File: src/uil_pkg.sv
// Package with register map, field positions, reset values and carrier types of the UART block.
package uil_pkg;

   // ****************************************************************
   // Register byte offsets on the AXI4-Lite bus.
   // ****************************************************************
   localparam logic [7:0] UIL_OFS_IDENT = 8'h00; // Interrupt identification, read only.
   localparam logic [7:0] UIL_OFS_LFC = 8'h04; // Line format control.
   localparam logic [7:0] UIL_OFS_FSC = 8'h08; // FIFO setup control.
   localparam logic [7:0] UIL_OFS_DIV = 8'h0C; // Baud divisor latch, gated by the latch bit.
   localparam logic [7:0] UIL_OFS_STAT = 8'h10; // Sticky event status, write one to clear.
   localparam logic [7:0] UIL_OFS_MASK = 8'h14; // Event mask for the interrupt output.

   // ****************************************************************
   // Field positions and widths.
   // ****************************************************************
   localparam int UIL_LFC_DLAB = 7; // Divisor latch access.
   localparam int UIL_LFC_BRK = 6; // Forced break.
   localparam int UIL_LFC_PSTICK = 5; // Parity stick select.
   localparam int UIL_LFC_PEVEN = 4; // Parity even select.
   localparam int UIL_LFC_PEN = 3; // Parity enable.
   localparam int UIL_LFC_STOP = 2; // Long stop select.
   localparam int UIL_FSC_EN = 0; // FIFO enable.
   localparam int UIL_NSRC = 5; // Number of interrupt sources.

   // ****************************************************************
   // Identification codes and reset values.
   // ****************************************************************
   localparam logic [3:0] UIL_ID_LINE = 4'h6; // Receiver line condition.
   localparam logic [3:0] UIL_ID_RXAV = 4'h4; // Receive data available.
   localparam logic [3:0] UIL_ID_TMO = 4'hC; // Receive data time-out.
   localparam logic [3:0] UIL_ID_THRE = 4'h2; // Transmit holding empty.
   localparam logic [3:0] UIL_ID_MODEM = 4'h0; // Modem line change.
   localparam logic [3:0] UIL_ID_NONE = 4'h1; // Nothing pending.
   localparam logic [7:0] UIL_RST_IDENT = 8'h01; // Identification after reset.
   localparam logic [7:0] UIL_RST_LFC = 8'h00; // Line format after reset.
   localparam logic [7:0] UIL_RST_FSC = 8'h00; // FIFO setup after reset.
   localparam logic [15:0] UIL_RST_DIV = 16'h0001; // Divisor after reset.
   localparam logic [1:0] UIL_RESP_OKAY = 2'b00; // AXI okay answer.
   localparam logic [1:0] UIL_RESP_SLVERR = 2'b10; // AXI error answer for unmapped offsets.

   // ****************************************************************
   // Types.
   // ****************************************************************
   typedef enum logic [2:0] {
      UIL_PAR_NONE,
      UIL_PAR_ODD,
      UIL_PAR_EVEN,
      UIL_PAR_ONE,
      UIL_PAR_ZERO
   } uil_par_t;

   // Pending interrupt sources, levels held by the other parts of the UART.
   typedef struct packed {
      logic line_cond; // Receiver line condition pending.
      logic rx_avail; // Receive data available.
      logic rx_timeout; // Receive data time-out.
      logic thr_empty; // Transmit holding register empty.
      logic modem_change; // Modem line change.
   } uil_src_t;

   // Character format handed to the serial shifters.
   typedef struct packed {
      logic [3:0] word_bits; // Data bits per character, 5 to 8.
      uil_par_t parity; // Parity mode.
      logic [2:0] stop_halves; // Stop length in half bit times.
   } uil_fmt_t;

endpackage

File: src/uil_top.sv
// Interrupt identification and line format control of one UART channel, AXI4-Lite slave.
`timescale 1ns/100ps
module uil_top
   import uil_pkg::*;
(
   input wire logic clk_sys, // System clock, 20 MHz.
   input wire logic nrst, // Asynchronous active-low reset.
   // AXI4-Lite slave.
   input wire logic [7:0] s_axi_awaddr,
   input wire logic s_axi_awvalid,
   output logic s_axi_awready,
   input wire logic [31:0] s_axi_wdata,
   input wire logic [3:0] s_axi_wstrb,
   input wire logic s_axi_wvalid,
   output logic s_axi_wready,
   output logic [1:0] s_axi_bresp,
   output logic s_axi_bvalid,
   input wire logic s_axi_bready,
   input wire logic [7:0] s_axi_araddr,
   input wire logic s_axi_arvalid,
   output logic s_axi_arready,
   output logic [31:0] s_axi_rdata,
   output logic [1:0] s_axi_rresp,
   output logic s_axi_rvalid,
   input wire logic s_axi_rready,
   // Channel side.
   input wire uil_src_t src, // Pending sources from the rest of the channel.
   input wire logic tx_serial, // Serial stream from the transmit shifter.
   output logic txd, // Serial line output.
   output uil_fmt_t fmt, // Character format.
   output logic fifo_en, // FIFO mode enable.
   output logic [7:0] fifo_ctl, // FIFO setup bits as programmed.
   output logic [15:0] divisor, // Baud divisor.
   output logic irq // Level interrupt.
);

   // ****************************************************************
   // Reset synchroniser.
   // ****************************************************************
   logic rst_s1_r; // First stage, read only by the second.
   logic rst_n_r; // Released reset used by all other logic.

   // Release is synchronised so that no flop leaves reset on a partial edge.
   always_ff @(posedge clk_sys or negedge nrst)
   begin
      if (!nrst)
      begin
         rst_s1_r <= 1'b0;
         rst_n_r <= 1'b0;
      end
      else
      begin
         rst_s1_r <= 1'b1;
         rst_n_r <= rst_s1_r;
      end
   end

   // ****************************************************************
   // Registers.
   // ****************************************************************
   logic [7:0] ident_r; // Interrupt identification.
   logic [7:0] lfc_r; // Line format control.
   logic [7:0] fsc_r; // FIFO setup control.
   logic [15:0] div_r; // Baud divisor latch.
   logic [UIL_NSRC-1:0] stat_r; // Sticky event bits.
   logic [UIL_NSRC-1:0] mask_r; // Event mask.
   logic [UIL_NSRC-1:0] src_prev_r; // Source levels one cycle ago.
   logic irq_r; // Registered interrupt.
   logic txd_r; // Registered serial output.
   uil_fmt_t fmt_r; // Registered format.

   // ****************************************************************
   // Identification priority encoder.
   // ****************************************************************
   logic [3:0] id_code; // Code of the winning source.
   logic [7:0] ident_nxt; // Next identification value.

   // The highest pending level always wins, so a lower source only shows once the
   // higher one has been serviced and its level dropped.
   assign id_code = src.line_cond ? UIL_ID_LINE :
                    src.rx_timeout ? UIL_ID_TMO :
                    src.rx_avail ? UIL_ID_RXAV :
                    src.thr_empty ? UIL_ID_THRE :
                    src.modem_change ? UIL_ID_MODEM :
                    UIL_ID_NONE;
   // Bits five and four are tied low; FIFO mode shows in the top pair.
   assign ident_nxt = {{2{fsc_r[UIL_FSC_EN]}}, 2'b00, id_code};

   // ****************************************************************
   // Format decode.
   // ****************************************************************
   uil_par_t par_mode; // Decoded parity.
   logic [2:0] stop_halves; // Decoded stop length.
   logic [3:0] word_bits; // Decoded character length.

   // Pattern 101 is taken as stick one; the other stick pattern is stick zero.
   assign par_mode = !lfc_r[UIL_LFC_PEN] ? UIL_PAR_NONE :
                     (!lfc_r[UIL_LFC_PEVEN] && lfc_r[UIL_LFC_PSTICK]) ? UIL_PAR_ONE :
                     !lfc_r[UIL_LFC_PEVEN] ? UIL_PAR_ODD :
                     !lfc_r[UIL_LFC_PSTICK] ? UIL_PAR_EVEN : UIL_PAR_ZERO;
   assign word_bits = 4'h5 + {2'b00, lfc_r[1:0]};
   assign stop_halves = !lfc_r[UIL_LFC_STOP] ? 3'h2 :
                        (lfc_r[1:0] == 2'b00) ? 3'h3 : 3'h4;

   // ****************************************************************
   // AXI4-Lite handshakes.
   // ****************************************************************
   logic awready_r; // Write address slot free.
   logic wready_r; // Write data slot free.
   logic bvalid_r; // Write answer pending.
   logic [1:0] bresp_r; // Write answer code.
   logic arready_r; // Read slot free.
   logic rvalid_r; // Read answer pending.
   logic [1:0] rresp_r; // Read answer code.
   logic [31:0] rdata_r; // Read data.
   logic [7:0] awaddr_r; // Captured write address.
   logic [31:0] wdata_r; // Captured write data.
   logic [3:0] wstrb_r; // Captured byte enables.
   logic aw_have_r; // Address captured.
   logic w_have_r; // Data captured.

   logic aw_hs; // Address handshake this cycle.
   logic w_hs; // Data handshake this cycle.
   logic ar_hs; // Read handshake this cycle.
   logic wr_go; // Write executes this cycle.
   logic wr_ident; // Write hits identification.
   logic wr_lfc; // Write hits line format.
   logic wr_fsc; // Write hits FIFO setup.
   logic wr_div; // Write hits divisor.
   logic wr_stat; // Write hits status.
   logic wr_mask; // Write hits mask.
   logic wr_hit; // Write address mapped.
   logic div_open; // Divisor access enabled.
   logic [31:0] rd_mux; // Read data selection.
   logic rd_hit; // Read address mapped.

   assign aw_hs = s_axi_awvalid && awready_r;
   assign w_hs = s_axi_wvalid && wready_r;
   assign ar_hs = s_axi_arvalid && arready_r;
   assign wr_go = aw_have_r && w_have_r && !bvalid_r;
   assign div_open = lfc_r[UIL_LFC_DLAB];
   assign wr_ident = wr_go && (awaddr_r == UIL_OFS_IDENT);
   assign wr_lfc = wr_go && (awaddr_r == UIL_OFS_LFC) && wstrb_r[0];
   assign wr_fsc = wr_go && (awaddr_r == UIL_OFS_FSC) && wstrb_r[0];
   assign wr_div = wr_go && (awaddr_r == UIL_OFS_DIV) && div_open;
   assign wr_stat = wr_go && (awaddr_r == UIL_OFS_STAT) && wstrb_r[0];
   assign wr_mask = wr_go && (awaddr_r == UIL_OFS_MASK) && wstrb_r[0];
   assign wr_hit = (awaddr_r == UIL_OFS_IDENT) || (awaddr_r == UIL_OFS_LFC) ||
                   (awaddr_r == UIL_OFS_FSC) || (awaddr_r == UIL_OFS_DIV) ||
                   (awaddr_r == UIL_OFS_STAT) || (awaddr_r == UIL_OFS_MASK);

   // A closed divisor reads as zero so software cannot mistake it for live data.
   assign rd_mux = (s_axi_araddr == UIL_OFS_IDENT) ? {24'h000000, ident_r} :
                   (s_axi_araddr == UIL_OFS_LFC) ? {24'h000000, lfc_r} :
                   (s_axi_araddr == UIL_OFS_FSC) ? {24'h000000, fsc_r} :
                   (s_axi_araddr == UIL_OFS_DIV) ? {16'h0000, div_open ? div_r : 16'h0000} :
                   (s_axi_araddr == UIL_OFS_STAT) ? {27'h0000000, stat_r} :
                   (s_axi_araddr == UIL_OFS_MASK) ? {27'h0000000, mask_r} : 32'h00000000;
   assign rd_hit = (s_axi_araddr == UIL_OFS_IDENT) || (s_axi_araddr == UIL_OFS_LFC) ||
                   (s_axi_araddr == UIL_OFS_FSC) || (s_axi_araddr == UIL_OFS_DIV) ||
                   (s_axi_araddr == UIL_OFS_STAT) || (s_axi_araddr == UIL_OFS_MASK);

   // Write channel: address and data are caught in either order, the write happens
   // once both are held, and both slots reopen when the answer is taken.
   always_ff @(posedge clk_sys or negedge rst_n_r)
   begin
      if (!rst_n_r)
      begin
         awready_r <= 1'b0;
         wready_r <= 1'b0;
         aw_have_r <= 1'b0;
         w_have_r <= 1'b0;
         awaddr_r <= 8'h00;
         wdata_r <= 32'h00000000;
         wstrb_r <= 4'h0;
         bvalid_r <= 1'b0;
         bresp_r <= UIL_RESP_OKAY;
      end
      else
      begin
         if (aw_hs)
         begin
            awaddr_r <= s_axi_awaddr;
            aw_have_r <= 1'b1;
            awready_r <= 1'b0;
         end
         else if (!aw_have_r && !bvalid_r)
         begin
            awready_r <= 1'b1;
         end
         if (w_hs)
         begin
            wdata_r <= s_axi_wdata;
            wstrb_r <= s_axi_wstrb;
            w_have_r <= 1'b1;
            wready_r <= 1'b0;
         end
         else if (!w_have_r && !bvalid_r)
         begin
            wready_r <= 1'b1;
         end
         if (wr_go)
         begin
            bvalid_r <= 1'b1;
            bresp_r <= wr_hit ? UIL_RESP_OKAY : UIL_RESP_SLVERR;
         end
         else if (bvalid_r && s_axi_bready)
         begin
            bvalid_r <= 1'b0;
            aw_have_r <= 1'b0;
            w_have_r <= 1'b0;
         end
      end
   end

   // Read channel: one cycle from address handshake to data.
   always_ff @(posedge clk_sys or negedge rst_n_r)
   begin
      if (!rst_n_r)
      begin
         arready_r <= 1'b0;
         rvalid_r <= 1'b0;
         rdata_r <= 32'h00000000;
         rresp_r <= UIL_RESP_OKAY;
      end
      else if (ar_hs)
      begin
         arready_r <= 1'b0;
         rvalid_r <= 1'b1;
         rdata_r <= rd_mux;
         rresp_r <= rd_hit ? UIL_RESP_OKAY : UIL_RESP_SLVERR;
      end
      else if (rvalid_r && s_axi_rready)
      begin
         rvalid_r <= 1'b0;
         arready_r <= 1'b1;
      end
      else if (!rvalid_r)
      begin
         arready_r <= 1'b1;
      end
   end

   // ****************************************************************
   // Control registers.
   // ****************************************************************
   // A write to the identification offset is answered but stores nothing.
   always_ff @(posedge clk_sys or negedge rst_n_r)
   begin
      if (!rst_n_r)
      begin
         lfc_r <= UIL_RST_LFC;
         fsc_r <= UIL_RST_FSC;
         div_r <= UIL_RST_DIV;
         mask_r <= '0;
      end
      else
      begin
         if (wr_lfc)
         begin
            lfc_r <= wdata_r[7:0];
         end
         // Setup bits other than the enable only land when enable is written high.
         if (wr_fsc)
         begin
            fsc_r[UIL_FSC_EN] <= wdata_r[UIL_FSC_EN];
            if (wdata_r[UIL_FSC_EN])
            begin
               fsc_r[7:1] <= wdata_r[7:1];
            end
         end
         if (wr_div)
         begin
            if (wstrb_r[0])
            begin
               div_r[7:0] <= wdata_r[7:0];
            end
            if (wstrb_r[1])
            begin
               div_r[15:8] <= wdata_r[15:8];
            end
         end
         if (wr_mask)
         begin
            mask_r <= wdata_r[UIL_NSRC-1:0];
         end
      end
   end

   // ****************************************************************
   // Identification, events and outputs.
   // ****************************************************************
   logic [UIL_NSRC-1:0] src_vec; // Sources as a plain vector.
   logic [UIL_NSRC-1:0] src_rise; // Sources that just became pending.
   logic [UIL_NSRC-1:0] stat_nxt; // Next status.

   assign src_vec = src;
   assign src_rise = src_vec & ~src_prev_r;
   // A new event wins over a clear in the same cycle, so none is lost.
   assign stat_nxt = (stat_r & ~(wr_stat ? wdata_r[UIL_NSRC-1:0] : '0)) | src_rise;

   // The identification is refreshed every cycle, so a read sees the source that was on top
   // one cycle before its address handshake; sources are same-clock logic and need no synchroniser.
   always_ff @(posedge clk_sys or negedge rst_n_r)
   begin
      if (!rst_n_r)
      begin
         ident_r <= UIL_RST_IDENT;
         src_prev_r <= '0;
         stat_r <= '0;
         irq_r <= 1'b0;
         txd_r <= 1'b1;
         fmt_r <= {4'h5, UIL_PAR_NONE, 3'h2};
      end
      else
      begin
         ident_r <= ident_nxt;
         src_prev_r <= src_vec;
         stat_r <= stat_nxt;
         irq_r <= |(stat_nxt & mask_r);
         txd_r <= lfc_r[UIL_LFC_BRK] ? 1'b0 : tx_serial;
         fmt_r <= {word_bits, par_mode, stop_halves};
      end
   end

   assign s_axi_awready = awready_r;
   assign s_axi_wready = wready_r;
   assign s_axi_bvalid = bvalid_r;
   assign s_axi_bresp = bresp_r;
   assign s_axi_arready = arready_r;
   assign s_axi_rvalid = rvalid_r;
   assign s_axi_rdata = rdata_r;
   assign s_axi_rresp = rresp_r;
   assign txd = txd_r;
   assign fmt = fmt_r;
   assign fifo_en = fsc_r[UIL_FSC_EN];
   assign fifo_ctl = fsc_r;
   assign divisor = div_r;
   assign irq = irq_r;
endmodule

File: config.mk
export PLATFORM = sky130hd
export DESIGN_NAME = uil_top
export DESIGN_NICKNAME = d
export VERILOG_FILES = /design/src/uil_pkg.sv /design/src/uil_top.sv
export SDC_FILE = /design/constraint.sdc
export NUM_CORES = 1
export LEC_CHECK = 0
export BUFFER_PORTS_ARGS = -buffer_cell sky130_fd_sc_hd__clkbuf_2
export CAP_MARGIN = 10
export CORE_AREA = 3 3 102 104
export DETAILED_ROUTE_END_ITERATION = 8
export DIE_AREA = 0 0 105 107
export PLACE_DENSITY = 0.84
export SLEW_MARGIN = 10
export SYNTH_ARGS = -nofsm -noshare
export SYNTH_HDL_FRONTEND = slang
export SYNTH_SLANG_ARGS = --single-unit
File: constraint.sdc
create_clock -name clk_sys -period 4.1 [get_ports clk_sys]
set_input_delay 0.41 -clock clk_sys [delete_from_list [all_inputs] [get_ports clk_sys]]
set_output_delay 0.41 -clock clk_sys [all_outputs]
set_load 0.02 [all_outputs]
==> metrics <==
status=completed; final wirelength=11180 um; Core Util, Final=64.19%; routed via count=3501; crit path cell chain=or4_1 -> nor2_4 -> nand3_4 -> nor3_4 -> mux2_2; core area=around 0.0096 mm^2; Setup Fix Bufs, Post-CTS=0; Worst Path Max Fanout=8; vias in the first global route=3493; num rows=36; yosys warns=0; Tcrit/Tclk final=58.53%; first-pass GRT wire length=17660 um; Leakage=2.997 nW; RSZ-0062 raised after global routing=false; Die Ht=107 um; worst vdd ir=0.2630 mV; Worst-path clk slew=~60 ps; Logic pwr share=16.1%; Total Die Area=between 0.01 and 0.015 mm^2; post-synthesis sequential area ratio=58.81%; max-slew violations=0; Post-synth top flop=dfrtp_1; DR vias/cell=between 5 and 6; Seq pwr share=44.2%; fraction of layout cells with a size suffix above 1=41.12%; Root Buffer=clkbuf_8; CTS tree=built; Synth top cells by count=111 x dfrtp_1, 61 x mux2_2, 21 x nand2_1; GRT Total Usage=20.51%; final hold violations=0; Mapped Cells=390; synthesized area=0.004991 mm^2; largest net degree at the start of global routing=91; Filler cells=732; top-count cell post-synth=dfrtp_1; switching share of power=roughly 28%; wire per inst=17.17 um; 1st-iter DRT viols=200; clk_lat worst skew=510 ps; Int Pwr=around 2.6 mW; main area contributors after synthesis=dfrtp_1 56%, mux2_2 14%, dfstp_2 3.2%; Max-Cap Viols=0; gpl congestion=0.8507; Die X=105 um; Synth top area share=a little under three fifths; antenna-violating nets left=0; post-synth cell types=45; Area Growth Syn to Fin=23.97%; Nets=574; largest area contributor in the netlist=dfrtp_1; Setup Crit Path Kind=flop to flop; Hold Path Class=input port to flop; Power per Cell Area=579.5 mW/mm^2; Detailed Place HPWL=7639 um; Critical Path AT=2790 ps; Worst setup SP type=flop; Post-synth EDFFs=0; Rel. slew slack=40.60%; Starting Density=between 50% and 60%; Final Critical Period=2400 ps; Psw=1.006 mW; top-level I/O count=~140; Clk pwr share=39.6%; grt ovf=0; CTS buffer count=17; Least-Margin Pin Slew=approximately 890 ps; fraction of registers with async set or reset after synthesis=100.0%; # DRC=0; Worst setup EP type=flop; clock skew=roughly 7.2 ps; port bufs=106; final setup violation count=0; H-tree levels=4; Clock Tree Buf Depth=2; Yosys reg bits=117; CP max-delay cell=or4_1; setup TNS=0 ps; Sink Count=117; Max Freq=416.7 MHz; n_diodes=0; initial antenna violation count=0; max incr delay on CP=~700 ps; CP Data Required Time=4490 ps; TritonRoute pass-1 iters=5; syn avg cell area=12.80 um^2
==> kinds of logic after synthesis <==
family / share of synthesized area (%)
DFF: 58.81
and+or+nand+nor: 10.88
muxes: 15.19
adders and majority gates: 1.003
AOI/OAI and AO/OA: 9.250
buffers and inverters: 4.713
other: 0.1505
==> worst max-delay path, delay by kind of cell, from the launching register on <==
family / cells / cell delay (ps)
flops: 1 / 370
simple gates: 4 / 1500
mux: 1 / 400
==> metal layers <==
metal	vias to the layer above	global-route usage [%]	part of all wire (%)
met2	137	33.96	51
met3	16	6.623	6.9
met5	-	0	0
met4	0	9.372	1.9
li1	1598	-	-
met1	1750	24.50	40
==> layout by cell type, fill, tap and decap left out, types with 3 or more instances in the layout <==
master,instances
clkbuf_16,16
nand2b_1,3
clkbuf_1,4
a21oi_1,12
mux2i_1,6
ha_1,4
inv_1,13
a21o_1,8
nor2b_1,17
nand2_1,21
clkbuf_2,106
dfstp_2,6
o22ai_1,9
a22o_1,8
a211oi_1,3
bufinv_16,3
clkinv_2,5
and2_1,4
o21a_1,3
a221oi_1,4
conb_1,19
a22oi_1,3
o21ai_0,13
nor2_1,15
nand3_1,4
a31oi_1,3
mux2_2,61
nor3_1,3
dfrtp_1,110
==> timing repair <==
item	4_1_cts	5_1_grt
endpoints found under the hold margin	2	0
hold buffers	1	0
gates resized for setup	0	0
==> sequential cells by signal (all words and copies together), names as in the netlist, 2 cells and up <==
register / cells
awaddr_r: 8
mask_r: 5
wdata_r: 16
src_prev_r: 5
wstrb_r: 2
fifo_ctl: 8
divisor: 16
fmt: 10
lfc_r: 8
stat_r: 5
ident_r: 5
s_axi_rdata: 16
==> layout make-up <==
cell class	instances	area, um^2	area share [%]
multi-input cells	247	1884	30.46
flip-flops and latches	117	2939	47.50
well taps	133	166.4	2.690
clock buffers	22	442.9	7.159
inverters	13	48.80	0.7887
repair buffers	109	575.6	9.302
clock inverters	10	130.1	2.103
==> power groups by stage <==
| stage | combinational (mW) | clock (mW) | sequential (mW) |
|---|---|---|---|
| after detailed placement | 0.565 | 0 | 1.61 |
| after floorplan | 0.380 | 0 | 1.60 |
| after global routing | 0.639 | 1.50 | 1.62 |
| after CTS | 0.573 | 1.44 | 1.59 |
| after global placement | 0.539 | 0 | 1.59 |
| final | 0.579 | 1.42 | 1.59 |
==> through the flow <==
| stage | instance area (um^2) | hold slack, ps | std cells | setup slack (ps) | power, mW |
|---|---|---|---|---|---|
| after floorplan | 5055 | 114.4 | 407 | 609.7 | 1.979 |
| after global placement | 5577 | 195.4 | 617 | 1795 | 2.129 |
| after detailed placement | 5577 | 196.3 | 617 | 1715 | 2.176 |
| after CTS | 6160 | 13.80 | 650 | 1701 | 3.608 |
| after global routing | 6187 | 25.90 | 651 | 1620 | 3.759 |
| final | 6187 | 31.38 | 651 | 1700 | 3.586 |
==> final timing paths <==
| kind | start | slack (ps) | end | cells after the start |
|---|---|---|---|---|
| setup reg to reg | awaddr_r[0] | 1700 | lfc_r[4] | 5 |
| setup / recovery | awaddr_r[0] | 1700 | lfc_r[4] | 5 |
| hold reg to reg | rst_n_r | 220 | aw_have_r | 0 |
| min in group asynchronous | nrst | 210 | rst_s1_r | 2 |
| hold / removal | src[0] | 30 | src_prev_r[0] | 1 |
| max in group asynchronous | rst_n_r | 2810 | txd | 2 |
(Power assumes the default switching activity.)
